## src/gpc_cfg.svh

```systemverilog
`ifndef GPC_CFG_SVH
`define GPC_CFG_SVH

// register byte addresses
`define GPC_OFF_C1_RAW     8'h00
`define GPC_OFF_C1_GEARED  8'h04
`define GPC_OFF_C1_TARGET  8'h08
`define GPC_OFF_C1_LIMIT   8'h0C
`define GPC_OFF_GEAR_DIV   8'h10
`define GPC_OFF_GEAR_MUL   8'h14
`define GPC_OFF_C2_VALUE   8'h18
`define GPC_OFF_C2_TARGET  8'h1C
`define GPC_OFF_C2_LIMIT   8'h20
`define GPC_OFF_WRAP_SEL   8'h24
`define GPC_OFF_STATUS     8'h28
`define GPC_OFF_MASK       8'h2C
`define GPC_OFF_DI_BASE    8'h30
`define GPC_OFF_DO_BASE    8'h40

// reset values
`define GPC_RST_C1_TARGET  32'h000003E8
`define GPC_RST_C1_LIMIT   32'hFFFFFFFF
`define GPC_RST_GEAR       16'h0001
`define GPC_RST_C2_TARGET  16'h03E8
`define GPC_RST_C2_LIMIT   16'hFFFF
`define GPC_RST_WRAP       16'h000B

// legal overflow action values, decimal digits per counter
`define GPC_WRAP_NONE      16'h0000
`define GPC_WRAP_UNITS     16'h0001
`define GPC_WRAP_TENS      16'h000A
`define GPC_WRAP_BOTH      16'h000B

// terminal function codes
`define GPC_FN_C1_IN       8'h32
`define GPC_FN_C1_CLR      8'h33
`define GPC_FN_C2_IN       8'h34
`define GPC_FN_C2_CLR      8'h35
`define GPC_FN_C1_ARRIVE   8'h15
`define GPC_FN_C2_ARRIVE   8'h16

// status bit positions
`define GPC_ST_C1_ARRIVE   0
`define GPC_ST_C1_OVF      1
`define GPC_ST_C2_ARRIVE   2
`define GPC_ST_C2_OVF      3
`define GPC_ST_W           4

// gear multiplier and divisor width
`define GPC_GEAR_W         16

`endif

```

## src/gpc_pkg.sv

```systemverilog
package gpc_pkg;
  typedef logic [31:0] gpc_word_t;
  typedef logic [15:0] gpc_half_t;
  typedef logic [7:0]  gpc_addr_t;
  typedef logic [7:0]  gpc_code_t;
  typedef enum {GPC_DIV_IDLE, GPC_DIV_RUN} gpc_div_e;
endpackage

```

## src/gpc_term_sel.sv

```systemverilog
`timescale 1ns/1ps
`include "gpc_cfg.svh"
module gpc_term_sel #(
  parameter int              NUM_DI = 4,
  parameter gpc_pkg::gpc_code_t CODE = 8'h00
) (
  // clock and reset
  input  wire logic              clk,
  input  wire logic              rst,
  // terminals and their function codes
  input  wire logic [NUM_DI-1:0]   din,
  input  wire logic [NUM_DI*8-1:0] codes,
  // selected signal
  output logic                   level,
  output logic                   rise
);
  import gpc_pkg::*;

  logic [NUM_DI-1:0] match;
  logic              next_level;

  // a terminal counts when its function code names this function
  for (genvar i = 0; i < NUM_DI; i++) begin : g_match
    assign match[i] = din[i] && (codes[i*8 +: 8] == CODE);
  end
  assign next_level = |match;

  // registered level and its rising edge
  always_ff @(posedge clk or posedge rst) begin
    if (rst) begin
      level <= 1'b0;
      rise  <= 1'b0;
    end else begin
      level <= next_level;
      rise  <= next_level && !level;
    end
  end
endmodule

```

## src/gpc_gear_div.sv

```systemverilog
`timescale 1ns/1ps
`include "gpc_cfg.svh"
module gpc_gear_div #(
  parameter int CW = 32
) (
  // clock and reset
  input  wire logic              clk,
  input  wire logic              rst,
  // request
  input  wire logic              start,
  input  wire logic [CW-1:0]     dividend,
  input  wire gpc_pkg::gpc_half_t mul,
  input  wire gpc_pkg::gpc_half_t den,
  // answer
  output logic                   busy,
  output logic                   done,
  output logic [CW-1:0]          quot
);
  import gpc_pkg::*;

  localparam int PW        = CW + `GPC_GEAR_W;
  // start edge to done: one cycle per product bit, plus the result register
  localparam int DIV_STEPS = PW + 1;

  if (CW < 16 || CW > 32) begin : g_bad_width
    $error("gear divider width out of range");
  end

  gpc_div_e          state;
  logic [PW-1:0]     dvd;
  logic [PW-1:0]     q;
  logic [16:0]       rem;
  logic [15:0]       den_q;
  logic [5:0]        step;
  logic [16:0]       trial;
  logic              fits;
  logic [PW-1:0]     q_full;
  logic              last;

  // one restoring step per cycle over the whole product
  assign trial  = {rem[15:0], dvd[PW-1]};
  assign fits   = trial >= {1'b0, den_q};
  assign q_full = {q[PW-2:0], fits};
  assign last   = (state == GPC_DIV_RUN) && (step == 6'(PW - 1));
  assign busy   = (state == GPC_DIV_RUN);

  // product of count and multiplier divided by divisor
  always_ff @(posedge clk or posedge rst) begin
    if (rst) begin
      state <= GPC_DIV_IDLE;
      dvd   <= '0;
      q     <= '0;
      rem   <= '0;
      den_q <= 16'h0001;
      step  <= '0;
    end else begin
      unique case (state)
        GPC_DIV_IDLE: begin
          if (start) begin
            state <= GPC_DIV_RUN;
            dvd   <= PW'(dividend) * PW'(mul); // see (RULE10)
            den_q <= den;
            rem   <= '0;
            q     <= '0;
            step  <= '0;
          end
        end
        GPC_DIV_RUN: begin
          dvd  <= {dvd[PW-2:0], 1'b0};
          rem  <= fits ? (trial - {1'b0, den_q}) : trial;
          q    <= q_full;
          step <= step + 6'h01;
          if (last) begin
            state <= GPC_DIV_IDLE;
          end
        end
      endcase
    end
  end

  // result, saturated when it does not fit the counter
  always_ff @(posedge clk or posedge rst) begin
    if (rst) begin
      done <= 1'b0;
      quot <= '0;
    end else begin
      done <= last;
      if (last) begin
        quot <= (|q_full[PW-1:CW]) ? '1 : q_full[CW-1:0]; // see (RULE10)
      end
    end
  end
endmodule

```

## src/gpc_top.sv

```systemverilog
// What this block does
// (RULE1) counter one is 32 bits; its pulses are geared before target comparison
// (RULE2) counter two is 16 bits, ungeared, target 1..65535, maximum defaults 65535
// (RULE3) counter one counts pulses from any terminal set to input function 50
// (RULE4) geared count at target drives output function 21; counting continues
// (RULE5) counter one at its maximum applies its selected overflow action
// (RULE6) action units digit counter one, tens counter two; 0 stop, 1 continue
// (RULE7) terminal set to reset function 51 clears counter one while active
// (RULE8) counter two value is read only and kept across power loss
// (RULE9) counter one raw and geared values are read only and kept across power loss
// (RULE10) geared count is raw times multiplier over divisor, each 1..65535
// (RULE11) counter two has its own input, reset and arrival functions like counter one
//
// Our own choices: the register addresses and the plain strobed port.
`timescale 1ns/1ps
`include "gpc_cfg.svh"
module gpc_top #(
  parameter int NUM_DI = 4,
  parameter int NUM_DO = 2
) (
  // clock and reset
  input  wire logic               clk,
  input  wire logic               rst,
  // register port
  input  wire gpc_pkg::gpc_addr_t reg_addr,
  input  wire gpc_pkg::gpc_word_t reg_wdata,
  input  wire logic               reg_wr,
  input  wire logic               reg_rd,
  output gpc_pkg::gpc_word_t      reg_rdata,
  // terminals
  input  wire logic [NUM_DI-1:0]  din,
  output logic [NUM_DO-1:0]       dout,
  // retained values
  input  wire logic               power_fail,
  input  wire logic               nv_restore,
  input  wire gpc_pkg::gpc_word_t nv_load_raw,
  input  wire gpc_pkg::gpc_half_t nv_load_c2,
  output logic                    nv_save,
  output gpc_pkg::gpc_word_t      c1_count_raw,
  output gpc_pkg::gpc_word_t      c1_count_geared,
  output gpc_pkg::gpc_half_t      counter_two_value,
  // interrupt
  output logic                    irq
);
  import gpc_pkg::*;

  if (NUM_DI < 1 || NUM_DI > 4 || NUM_DO < 1 || NUM_DO > 4) begin : g_bad_count
    $error("terminal count out of range");
  end

  // units digit for counter one, tens digit for counter two
  function automatic logic wrap_continues(input gpc_half_t sel, input logic tens);
    if (tens) begin
      wrap_continues = (sel == `GPC_WRAP_TENS) || (sel == `GPC_WRAP_BOTH);
    end else begin
      wrap_continues = (sel == `GPC_WRAP_UNITS) || (sel == `GPC_WRAP_BOTH);
    end
  endfunction

  function automatic logic wr_at(input gpc_addr_t a, input gpc_addr_t off, input logic wr);
    wr_at = wr && (a == off);
  endfunction

  gpc_word_t            counter_one_target;
  gpc_word_t            counter_one_limit;
  gpc_half_t            gear_divisor;
  gpc_half_t            gear_multiplier;
  gpc_half_t            counter_two_target;
  gpc_half_t            counter_two_limit;
  gpc_half_t            wrap_behaviour_select;
  logic [`GPC_ST_W-1:0] status;
  logic [`GPC_ST_W-1:0] mask;
  gpc_code_t            di_func [NUM_DI];
  gpc_code_t            do_func [NUM_DO];
  logic [NUM_DI*8-1:0]  di_codes;
  logic                 c1_pulse, c1_clr, c2_pulse, c2_clr;
  logic                 c1_at_limit, c2_at_limit, c1_cont, c2_cont;
  logic                 c1_wrap, c1_ovf_ev, c2_wrap, c2_ovf_ev, c1_zero;
  logic                 c1_arr, c2_arr, pf_q;
  logic                 gear_dirty, stale, div_start, div_busy, div_done;
  gpc_word_t            raw_sent, div_quot;
  gpc_word_t            rd_word;
  logic [`GPC_ST_W-1:0] next_status, ev;

  // software writes of the settings; out-of-range values are ignored
  always_ff @(posedge clk or posedge rst) begin
    if (rst) begin
      counter_one_target    <= `GPC_RST_C1_TARGET;
      counter_one_limit     <= `GPC_RST_C1_LIMIT;
      gear_divisor          <= `GPC_RST_GEAR;
      gear_multiplier       <= `GPC_RST_GEAR;
      counter_two_target    <= `GPC_RST_C2_TARGET;
      counter_two_limit     <= `GPC_RST_C2_LIMIT;
      wrap_behaviour_select <= `GPC_RST_WRAP;
      mask                  <= '0;
    end else if (reg_wr) begin
      // zero lies outside the target, limit and gear ranges, so such writes leave those settings alone
      if (reg_wdata != 32'h00000000) begin
        if (reg_addr == `GPC_OFF_C1_TARGET) counter_one_target <= reg_wdata; // see (RULE4)
        if (reg_addr == `GPC_OFF_C1_LIMIT) counter_one_limit <= reg_wdata; // see (RULE5)
        if (reg_addr == `GPC_OFF_GEAR_DIV && reg_wdata[31:16] == 16'h0000) begin
          gear_divisor <= reg_wdata[15:0]; // see (RULE10)
        end
        if (reg_addr == `GPC_OFF_GEAR_MUL && reg_wdata[31:16] == 16'h0000) begin
          gear_multiplier <= reg_wdata[15:0]; // see (RULE10)
        end
        if (reg_addr == `GPC_OFF_C2_TARGET && reg_wdata[31:16] == 16'h0000) begin
          counter_two_target <= reg_wdata[15:0]; // see (RULE2)
        end
        if (reg_addr == `GPC_OFF_C2_LIMIT && reg_wdata[31:16] == 16'h0000) begin
          counter_two_limit <= reg_wdata[15:0]; // see (RULE2)
        end
      end
      if (reg_addr == `GPC_OFF_MASK) mask <= reg_wdata[`GPC_ST_W-1:0];
      if (reg_addr == `GPC_OFF_WRAP_SEL && (reg_wdata == 32'(`GPC_WRAP_NONE)
          || reg_wdata == 32'(`GPC_WRAP_UNITS) || reg_wdata == 32'(`GPC_WRAP_TENS)
          || reg_wdata == 32'(`GPC_WRAP_BOTH))) begin
        wrap_behaviour_select <= reg_wdata[15:0]; // see (RULE6)
      end
    end
  end

  // terminal function code tables
  for (genvar i = 0; i < NUM_DI; i++) begin : g_di
    always_ff @(posedge clk or posedge rst) begin
      if (rst) begin
        di_func[i] <= 8'h00;
      end else if (wr_at(reg_addr, `GPC_OFF_DI_BASE + 8'(4 * i), reg_wr)) begin
        di_func[i] <= reg_wdata[7:0];
      end
    end
    assign di_codes[i*8 +: 8] = di_func[i];
  end
  for (genvar j = 0; j < NUM_DO; j++) begin : g_do
    always_ff @(posedge clk or posedge rst) begin
      if (rst) begin
        do_func[j] <= 8'h00;
        dout[j]    <= 1'b0;
      end else begin
        if (wr_at(reg_addr, `GPC_OFF_DO_BASE + 8'(4 * j), reg_wr)) begin
          do_func[j] <= reg_wdata[7:0];
        end
        dout[j] <= (do_func[j] == `GPC_FN_C1_ARRIVE && c1_arr) // see (RULE4)
                || (do_func[j] == `GPC_FN_C2_ARRIVE && c2_arr); // see (RULE11)
      end
    end
  end

  // terminal function selection
  gpc_term_sel #(.NUM_DI(NUM_DI), .CODE(`GPC_FN_C1_IN)) u_c1_in ( // see (RULE3)
    .clk(clk), .rst(rst), .din(din), .codes(di_codes), .level(), .rise(c1_pulse));
  gpc_term_sel #(.NUM_DI(NUM_DI), .CODE(`GPC_FN_C1_CLR)) u_c1_clr ( // see (RULE7)
    .clk(clk), .rst(rst), .din(din), .codes(di_codes), .level(c1_clr), .rise());
  gpc_term_sel #(.NUM_DI(NUM_DI), .CODE(`GPC_FN_C2_IN)) u_c2_in ( // see (RULE11)
    .clk(clk), .rst(rst), .din(din), .codes(di_codes), .level(), .rise(c2_pulse));
  gpc_term_sel #(.NUM_DI(NUM_DI), .CODE(`GPC_FN_C2_CLR)) u_c2_clr (
    .clk(clk), .rst(rst), .din(din), .codes(di_codes), .level(c2_clr), .rise());

  // overflow decisions
  assign c1_cont     = wrap_continues(wrap_behaviour_select, 1'b0); // see (RULE6)
  assign c2_cont     = wrap_continues(wrap_behaviour_select, 1'b1); // see (RULE6)
  assign c1_at_limit = c1_count_geared >= counter_one_limit;
  assign c2_at_limit = counter_two_value >= counter_two_limit;
  assign c1_ovf_ev   = c1_pulse && c1_at_limit && !c1_clr && !nv_restore;
  assign c2_ovf_ev   = c2_pulse && c2_at_limit && !c2_clr && !nv_restore;
  assign c1_wrap     = c1_ovf_ev && c1_cont;
  assign c2_wrap     = c2_ovf_ev && c2_cont;
  assign c1_zero     = c1_clr || c1_wrap || nv_restore;

  // counter one raw count
  always_ff @(posedge clk or posedge rst) begin
    if (rst) begin
      c1_count_raw <= '0;
    end else if (nv_restore) begin
      c1_count_raw <= nv_load_raw; // see (RULE9)
    end else if (c1_clr || c1_wrap) begin
      c1_count_raw <= '0; // see (RULE7)
    end else if (c1_pulse && !c1_at_limit) begin
      c1_count_raw <= c1_count_raw + 32'h00000001; // see (RULE1)
    end
  end

  // restart the gear calculation whenever count or ratio changed
  always_ff @(posedge clk or posedge rst) begin
    if (rst) begin
      div_start  <= 1'b0;
      raw_sent   <= '0;
      gear_dirty <= 1'b0;
      stale      <= 1'b0;
    end else begin
      div_start <= !div_busy && !div_start && !c1_zero
                && (c1_count_raw != raw_sent || gear_dirty); // see (RULE10)
      if (c1_zero) begin
        raw_sent <= '0;
      end else if (!div_busy && !div_start) begin
        raw_sent <= c1_count_raw;
      end
      if (wr_at(reg_addr, `GPC_OFF_GEAR_DIV, reg_wr)
          || wr_at(reg_addr, `GPC_OFF_GEAR_MUL, reg_wr)) begin
        gear_dirty <= 1'b1;
      end else if (div_start) begin
        gear_dirty <= 1'b0;
      end
      if (c1_zero) begin
        stale <= 1'b1;
      end else if (div_start) begin
        stale <= 1'b0;
      end
    end
  end

  gpc_gear_div #(.CW(32)) u_gear (
    .clk(clk), .rst(rst), .start(div_start), .dividend(raw_sent),
    .mul(gear_multiplier), .den(gear_divisor),
    .busy(div_busy), .done(div_done), .quot(div_quot));

  // geared count, taken from the divider unless cleared meanwhile
  always_ff @(posedge clk or posedge rst) begin
    if (rst) begin
      c1_count_geared <= '0;
    end else if (c1_zero) begin
      c1_count_geared <= '0;
    end else if (div_done && !stale) begin
      c1_count_geared <= div_quot; // see (RULE9)
    end
  end

  // counter two
  always_ff @(posedge clk or posedge rst) begin
    if (rst) begin
      counter_two_value <= '0;
    end else if (nv_restore) begin
      counter_two_value <= nv_load_c2; // see (RULE8)
    end else if (c2_clr || c2_wrap) begin
      counter_two_value <= '0; // see (RULE11)
    end else if (c2_pulse && !c2_at_limit) begin
      counter_two_value <= counter_two_value + 16'h0001; // see (RULE2)
    end
  end

  // target arrival levels and save request on power loss
  always_ff @(posedge clk or posedge rst) begin
    if (rst) begin
      c1_arr  <= 1'b0;
      c2_arr  <= 1'b0;
      pf_q    <= 1'b0;
      nv_save <= 1'b0;
    end else begin
      c1_arr  <= c1_count_geared >= counter_one_target; // see (RULE4)
      c2_arr  <= counter_two_value >= counter_two_target; // see (RULE11)
      pf_q    <= power_fail;
      nv_save <= power_fail && !pf_q; // see (RULE8)
    end
  end

  // sticky events, write one to clear, set wins
  always_comb begin
    ev = '0;
    ev[`GPC_ST_C1_ARRIVE] = (c1_count_geared >= counter_one_target) && !c1_arr;
    ev[`GPC_ST_C1_OVF]    = c1_ovf_ev;
    ev[`GPC_ST_C2_ARRIVE] = (counter_two_value >= counter_two_target) && !c2_arr;
    ev[`GPC_ST_C2_OVF]    = c2_ovf_ev;
    next_status = status;
    if (wr_at(reg_addr, `GPC_OFF_STATUS, reg_wr)) begin
      next_status = status & ~reg_wdata[`GPC_ST_W-1:0];
    end
    next_status = next_status | ev;
  end

  always_ff @(posedge clk or posedge rst) begin
    if (rst) begin
      status <= '0;
      irq    <= 1'b0;
    end else begin
      status <= next_status;
      irq    <= |(status & mask);
    end
  end

  // read decode
  always_comb begin
    rd_word = '0;
    unique case (reg_addr)
      `GPC_OFF_C1_RAW:    rd_word = c1_count_raw;
      `GPC_OFF_C1_GEARED: rd_word = c1_count_geared;
      `GPC_OFF_C1_TARGET: rd_word = counter_one_target;
      `GPC_OFF_C1_LIMIT:  rd_word = counter_one_limit;
      `GPC_OFF_GEAR_DIV:  rd_word = {16'h0000, gear_divisor};
      `GPC_OFF_GEAR_MUL:  rd_word = {16'h0000, gear_multiplier};
      `GPC_OFF_C2_VALUE:  rd_word = {16'h0000, counter_two_value};
      `GPC_OFF_C2_TARGET: rd_word = {16'h0000, counter_two_target};
      `GPC_OFF_C2_LIMIT:  rd_word = {16'h0000, counter_two_limit};
      `GPC_OFF_WRAP_SEL:  rd_word = {16'h0000, wrap_behaviour_select};
      `GPC_OFF_STATUS:    rd_word = {28'h0000000, status};
      `GPC_OFF_MASK:      rd_word = {28'h0000000, mask};
      default: begin
        for (int i = 0; i < NUM_DI; i++) begin
          if (reg_addr == `GPC_OFF_DI_BASE + 8'(4 * i)) rd_word = {24'h000000, di_func[i]};
        end
        for (int j = 0; j < NUM_DO; j++) begin
          if (reg_addr == `GPC_OFF_DO_BASE + 8'(4 * j)) rd_word = {24'h000000, do_func[j]};
        end
      end
    endcase
  end

  // read data stand only in the cycle after the strobe
  always_ff @(posedge clk or posedge rst) begin
    if (rst) begin
      reg_rdata <= '0;
    end else begin
      reg_rdata <= reg_rd ? rd_word : 32'h00000000;
    end
  end
endmodule

```

## config.mk

```make
export PLATFORM = sky130hd
export DESIGN_NAME = gpc_top
export DESIGN_NICKNAME = d
export VERILOG_FILES = /design/src/gpc_pkg.sv /design/src/gpc_term_sel.sv /design/src/gpc_gear_div.sv /design/src/gpc_top.sv
export VERILOG_INCLUDE_DIRS = /design/src
export SDC_FILE = /design/constraint.sdc
export NUM_CORES = 2
export LEC_CHECK = 0
export ABC_CLOCK_PERIOD_IN_PS = 34600
export BUFFER_PORTS_ARGS = -buffer_cell sky130_fd_sc_hd__buf_2
export CAP_MARGIN = 10
export CORE_MARGIN = 8
export CORE_UTILIZATION = 41
export CTS_CLUSTER_DIAMETER = 80
export DETAILED_ROUTE_END_ITERATION = 10
export HOLD_SLACK_MARGIN = 0.05
export MAX_ROUTING_LAYER = met4
export SLEW_MARGIN = 20
export SYNTH_ARGS = -nofsm -noshare
export SYNTH_HDL_FRONTEND = slang
export SYNTH_SLANG_ARGS = --single-unit
```

## constraint.sdc

```tcl
create_clock -name clk -period 34.6 [get_ports clk]
set_input_delay 1.73 -clock clk [delete_from_list [all_inputs] [get_ports clk]]
set_output_delay 1.73 -clock clk [all_outputs]
set_load 0.005 [all_outputs]
```

After elaboration in Yosys (flattened, before gate mapping)
Cells that the tools add are included.
{ "totals": {"word_cells": 249, "out_inout_bits": 116, "input_bits": 98, "regBits": 558} }
{ "classes": {"addsub": 4, "magnitude_cmp": 5, "n_bitwise": 4, "reduce_logical": 107, "n_mux": 35, "eq_ne": 49, "mul": 1} }
{ "op_table": {"columns": ["cell", "count"], "rows": [
  ["$mux W32", 16],
  ["$pmux W32 S12", 1],
  ["$eq A8 B6 Y1 const B", 24],
  ["$pmux W48 S2", 1],
  ["$pmux W47 S2", 1],
  ["$mux W16", 5],
  ["$eq A32 B1 Y1 const B", 2],
  ["$eq A32 B4 Y1 const B", 2],
  ["$eq A8 B5 Y1 const B", 8],
  ["$ge A32 B32 Y1", 2],
  ["$logic_not A32 Y1", 2],
  ["$pmux W32 S2", 1],
  ["$logic_and A1 B1 Y1", 54],
  ["$mul A32 B16 Y48", 1],
  ["$mux W48", 1],
  ["$mux W47", 1],
  ["$add A32 B1 Y32 const B", 1],
  ["$eq A16 B4 Y1 const B", 2],
  ["$eq A32 B2 Y1 const B", 1],
  ["$ge A16 B16 Y1", 2],
  ["$ne A32 B32 Y1", 1],
  ["$pmux W16 S2", 1],
  ["$reduce_bool A32 Y1", 1],
  ["$reduce_or A4 Y1", 5],
  ["28 further kinds", 69]
]} }

Longest topological paths before layout
{ "depth": {"word_depth": 10, "ltp_mapped": 27, "mapped_depth_nobuf": 24} }

Cells and area by module
From an unflattened synthesis, not the netlist that was laid out.
{ "hier_totals": {"cells_unflattened": 4528, "hier_area_um2": 43400.4} }
{ "modules_own_cells": {"columns": ["mod", "seq_area_each_um2", "cells_per_inst", "instances", "area_per_inst_um2"], "rows": [
  ["gpc_gear_div", 4180.3, 2664, 1, 23836.6],
  ["gpc_top", 8939.8, 1796, 1, 18820.6],
  ["gpc_term_sel (u_c2_clr)", 50.0, 17, 1, 190.2],
  ["gpc_term_sel (u_c1_clr)", 50.0, 17, 1, 186.4],
  ["gpc_term_sel (u_c1_in)", 50.0, 17, 1, 185.2],
  ["gpc_term_sel (u_c2_in)", 50.0, 17, 1, 181.4]
]} }

Worst setup path after synthesis
OpenSTA, ideal clock, no wires.
{ "synth_timing": {"path_type": "reg-to-reg", "startpoint": "reg raw_sent[23]", "endpoint": "reg u_gear.dvd[45]", "n_path_buf": 2, "arrival_ns": 6.193, "period_less_slack_ns": 6.311, "required_ns": 34.482, "stages_incl_launch_ff": 24, "setup_slack_ns": 28.289, "setup_ns": 0.118, "path_cell_list": "dfrtp_1 -> clkbuf_1 -> clkbuf_1 -> nand2_1 -> fa_1 -> fa_1 -> fa_1 -> inv_1 -> fa_1 -> fa_1 -> inv_1 -> fa_1 -> inv_1 -> ha_1 -> a2111oi_0 -> o21ai_0 -> a221oi_2 -> o211ai_1 -> a21oi_1 -> a31oi_1 -> o41ai_2 -> xor2_1 -> a211oi_1 -> a21o_1"} }
{ "synth_between": {"elab_chain_cells": 3} }
{ "synth_lines": {"columns": ["item", "line_no", "source"], "rows": [
  ["start, declared", "gpc_top.sv:81", "gpc_word_t raw_sent, div_quot;"],
  ["start signal, assigned", "gpc_top.sv:196", "raw_sent <= c1_count_raw;"],
  ["$mul A32 B16 Y48", "gpc_gear_div.sv:61", "dvd <= PW'(dividend) * PW'(mul);"],
  ["$mux W48", "gpc_gear_div.sv:59", "if (start) begin"],
  ["$pmux W48 S2", "gpc_gear_div.sv:57", "unique case (state)"],
  ["end signal, assigned", "gpc_gear_div.sv:61", null],
  ["end signal, assigned", "gpc_gear_div.sv:69", "dvd <= {dvd[PW-2:0], 1'b0};"],
  ["end, declared", "gpc_gear_div.sv:30", "logic [PW-1:0] dvd;"]
]} }
No other way between the ends. The select of a mux whose other input is x is not followed.
A chain may end at the register's enable or synchronous reset.

Worst setup path in the final report
{ "layout_timing": {"startpoint": "reg gear_multiplier[10]", "endpoint": "reg u_gear.dvd[45]"} }
{ "layout_between": {"elab_chain_cells": 3} }
{ "layout_lines": {"columns": ["item", "line_no", "source"], "rows": [
  ["start, declared", "gpc_top.sv:67", "gpc_half_t gear_multiplier;"],
  ["start signal, assigned", "gpc_top.sv:91", "gear_multiplier <= `GPC_RST_GEAR;"],
  ["start signal, assigned", "gpc_top.sv:105", "gear_multiplier <= reg_wdata[15:0];"],
  ["$mul A32 B16 Y48", "gpc_gear_div.sv:61", null],
  ["$mux W48", "gpc_gear_div.sv:59", null],
  ["$pmux W48 S2", "gpc_gear_div.sv:57", null]
]} }
No other way between the ends. The select of a mux whose other input is x is not followed.

==> flow_metrics.env <==
export IMPL_seqCellArea_mm2=0.01328
export IMPL_crit_path_start_kind="flop"
export IMPL_port_buffers=213
export IMPL_cts_setup_buffers=0
export IMPL_cts_resized=0
export IMPL_wl_um=133300
export IMPL_largest_reg_flops=48
export IMPL_insertion_delay_ns=0.66
export IMPL_synth_fp_nets=5394
export IMPL_muxShareOfSynthArea_pct=3.439
export IMPL_layout_drive_gt1_share_pct=12.61
export IMPL_holdBufCountCts=0
export IMPL_tns_ns=0
export IMPL_crit_end="u_gear.dvd[45]$_DFFE_PP0N_"
export IMPL_synthXorXnorAreaFrac_pct=1.848
export IMPL_grt_pass1_vias=34380
export IMPL_r2r_slack_ns=26.92
export IMPL_ant_nets=0
export IMPL_dieWidth_um=338.5
export IMPL_reg2reg_from="gear_multiplier[10]$_DFFE_PP0P_"
export IMPL_ys_warnings_count=0
export IMPL_relSlewSlack_pct=34.41
export IMPL_wl_met3_um=10440
export IMPL_powerDensity_mw_per_mm2=39.61
export IMPL_grt_max_degree=142
export IMPL_reg_top3="u_gear.dvd x48, u_gear.q x47"
export IMPL_syn_area_mm2=0.04265
export IMPL_crit_slowest_cell="dfrtp_1"
export IMPL_overflow=0
export IMPL_worst_pin_slew_ns=0.9839
export IMPL_maxSlewViolCount=0
export IMPL_crit_chain="buf_4 -> nand2_1 -> fa_1 -> inv_1 -> fa_1 -> fa_1 -> fa_1 -> fa_1 -> inv_1 -> fa_1 -> inv_1 -> ha_1 -> a2111oi_0 -> o21ai_0 -> a221oi_2 -> o211ai_1 -> a21oi_1 -> a31oi_1 -> o41ai_2 -> xor2_1 -> a211oi_1 -> a21o_1"
export IMPL_die_h_um=338.5
export IMPL_slowest_delay_ns=0.72
export IMPL_maxCapViolations=0
export IMPL_crit_arrival_ns=8.18
export IMPL_via_per_inst=5.543
export IMPL_critPathTopFamily="adder cells"
export IMPL_r2r_cells=22
export IMPL_yosysUniqueCellTypes=80
export IMPL_cts_root_buf="clkbuf_16"
export IMPL_crit_required_ns=35.10
export IMPL_gr_usage_all_layers_pct=23.43
export IMPL_crit_fanout=22
export IMPL_grt_first_pass_wirelength_um=206800
export IMPL_synth_simple_area_share_pct=15.77
export IMPL_ioPinCount=214
export IMPL_synth_top_family_by_area="adder cells"
export IMPL_min_period_over_period_pct=22.20
export IMPL_synthCells=4642
export IMPL_cts_path_max_buffers=3
export IMPL_crit_buf_inv=4
export IMPL_ys_flop_type="dfrtp_1"
export IMPL_skew_ns=0.05204
export IMPL_top_layer_used="met4"
export IMPL_hold_class="reg2reg"
export IMPL_antenna_found_initial=6
export IMPL_synth_edf_count=0
export IMPL_nets=5443
export IMPL_largest_register="u_gear.dvd"
export IMPL_ctsHtreeMaxLevel=2
export IMPL_r2r_end="u_gear.dvd[45]$_DFFE_PP0N_"
export IMPL_wl_met2_um=61610
export IMPL_multi_input_area_mm2=0.02618
export IMPL_synth_fa_ha_area_share_pct=26.56
export IMPL_rsz0062_at_grt="false"
export IMPL_ys_ff_latch=527
export IMPL_clock_sinks=527
export IMPL_placementRows=118
export IMPL_max_freq_mhz=130.2
export IMPL_cts_tree="yes"
export IMPL_dr_pass1_iters=6
export IMPL_synth_area_per_cell_um2=9.187
export IMPL_syn_to_final_growth_pct=10.47
export IMPL_status="finished clean"
export IMPL_dp_hpwl_um=99040
export IMPL_worst_path_stages=22
export IMPL_drtIter0Drc=2562
export IMPL_vias=33950
export IMPL_worstSetupPathType="reg2reg"
export IMPL_path_clk_slew_ns=0.07
export IMPL_drc=0
export IMPL_die_area_mm2=0.1146
export IMPL_nFillCells=9992
export IMPL_wire_per_inst_um=21.77
export IMPL_ys_async_sr_fraction_pct=100.0
export IMPL_critPathLaunch="gear_multiplier[10]$_DFFE_PP0P_"
export IMPL_setup_viol_count_final=0
export IMPL_finalCriticalPeriod_ns=7.680
export IMPL_p_leak_nw=22.80
export IMPL_hold_viol=0
export IMPL_peakVddDrop_uv=40.80
export IMPL_synth_compound_area_share_pct=13.53
export IMPL_hold_slack_ns=0.3930
export IMPL_gp_congestion=0.9616
export IMPL_worst_setup_path_end_kind="flop"
export IMPL_initial_core_util_pct=41.26
export IMPL_wl_met1_um=56240
export IMPL_path_common_cell="fa_1"
export IMPL_cts_buffers=58
export IMPL_yosysSeqAreaShare_pct=31.12
export IMPL_fp_coreArea_mm2=0.1033
-- area by class of cell --
cell class	instances	area share, %
sequential	527	28.18
clock inverter	32	1.052
antenna	3	0.01593
clock buffer	78	3.538
timing repair buffer	276	3.293
inverter	586	4.685
multi-input combinational	3242	55.57
tap	1380	3.665
-- kinds of logic (layout without fill, tap and decap cells) --
family	after synthesis	after routing
xor+xnor	90	90
simple gates	1435	1435
flops	527	527
buf+inv	873	972
compound gates	930	930
fa+ha+maj	654	654
other cells	0	3
mux	133	133
-- cells in the final DEF, fill, tap and decap left out, drive strengths merged, types with 10 or more instances in the layout --
cell	count
o21ai	289
a22oi	90
a21o	46
a22o	31
xor2	45
a31oi	27
o31ai	20
nand2	778
mux2	108
clkinv	15
bufinv	10
a221oi	25
mux2i	25
nor2b	35
nand2b	64
nand3	49
buf	276
nand4	45
o211ai	11
o22a	32
dfstp	66
and2	212
clkbuf	78
and3	10
or2	10
nor3b	19
dfrtp	461
xnor2	45
fa	419
nor4	24
nor2	128
a211oi	15
ha	235
nor3	26
a21oi	277
inv	588
-- Yosys cell counts (25+ instances only) --
cell	number	area (um2)
xor2_1	45	394.1
dfrtp_1	461	11540
nor2_1	128	480.5
dfstp_2	66	1734
nand2_1	778	2920
nand2b_1	64	400.4
o22a_1	32	280.3
mux2_2	108	1216
and2_1	212	1326
mux2i_1	25	250.2
xnor2_1	45	394.1
o21ai_0	272	1361
clkbuf_1	261	979.7
inv_1	585	2196
ha_1	235	2940
a22oi_1	90	675.7
fa_1	419	8388
nand4_1	45	281.5
nor2b_1	34	212.7
a22o_1	31	271.5
a21oi_1	276	1381
nand3_1	49	245.2
a31oi_1	27	168.9
a21o_1	46	345.3
-- how the worst min path moves through the flow --
stage	from	endpoint	slack (ns)	depth (start not counted)
final	pf_q$_DFF_PP0_	nv_save$_DFF_PP0_	0.39	1
after global placement	pf_q$_DFF_PP0_	nv_save$_DFF_PP0_	0.38	1
after global routing	u_c1_in.level$_DFF_PP0_	u_c1_in.rise$_DFF_PP0_	0.40	1
after floorplan	pf_q$_DFF_PP0_	nv_save$_DFF_PP0_	0.38	1
after CTS	u_c1_in.level$_DFF_PP0_	u_c1_in.rise$_DFF_PP0_	0.39	1
after detailed placement	u_c1_in.level$_DFF_PP0_	u_c1_in.rise$_DFF_PP0_	0.39	1
-- power breakdown --
part | switching [mW] | internal (mW)
Clock | 0.280 | 0.415
Sequential | 0.102 | 0.707
Combinational | 0.210 | 0.152
Total | 0.592 | 1.27
-- worst register-to-register path, stage by stage, from the launching register on --
cell	delay [ns]
dfrtp_1	0.72
buf_4	0.39
nand2_1	0.14
fa_1	0.56
inv_1	0.05
fa_1	0.46
fa_1	0.44
fa_1	0.44
fa_1	0.53
inv_1	0.06
fa_1	0.47
inv_1	0.04
ha_1	0.35
a2111oi_0	0.47
o21ai_0	0.19
a221oi_2	0.45
o211ai_1	0.22
a21oi_1	0.52
a31oi_1	0.28
o41ai_2	0.29
xor2_1	0.17
a211oi_1	0.08
a21o_1	0.19
-- stage by stage --
stage	instances	instance area (um2)	util (%)	setup slack, ns	total power, mW
floorplan	4642	42650	-	18.25	1.039
global placement	6011	44920	43.47	27.29	1.170
detailed placement	6011	44920	43.47	27.20	1.180
CTS	6121	47090	45.56	27.12	1.879
global route	6124	47110	45.58	26.67	1.962
finish	6124	47110	45.58	26.92	1.866
-- per-layer routing --
layer / track usage, % / vias to the layer above
li1: - / 15320
met1: 30.05 / 17070
met2: 37.16 / 1281
met3: 4.778 / 282
met4: 7.839 / 0
met5: - / -
Note: power is estimated with default switching activity, not from simulation.
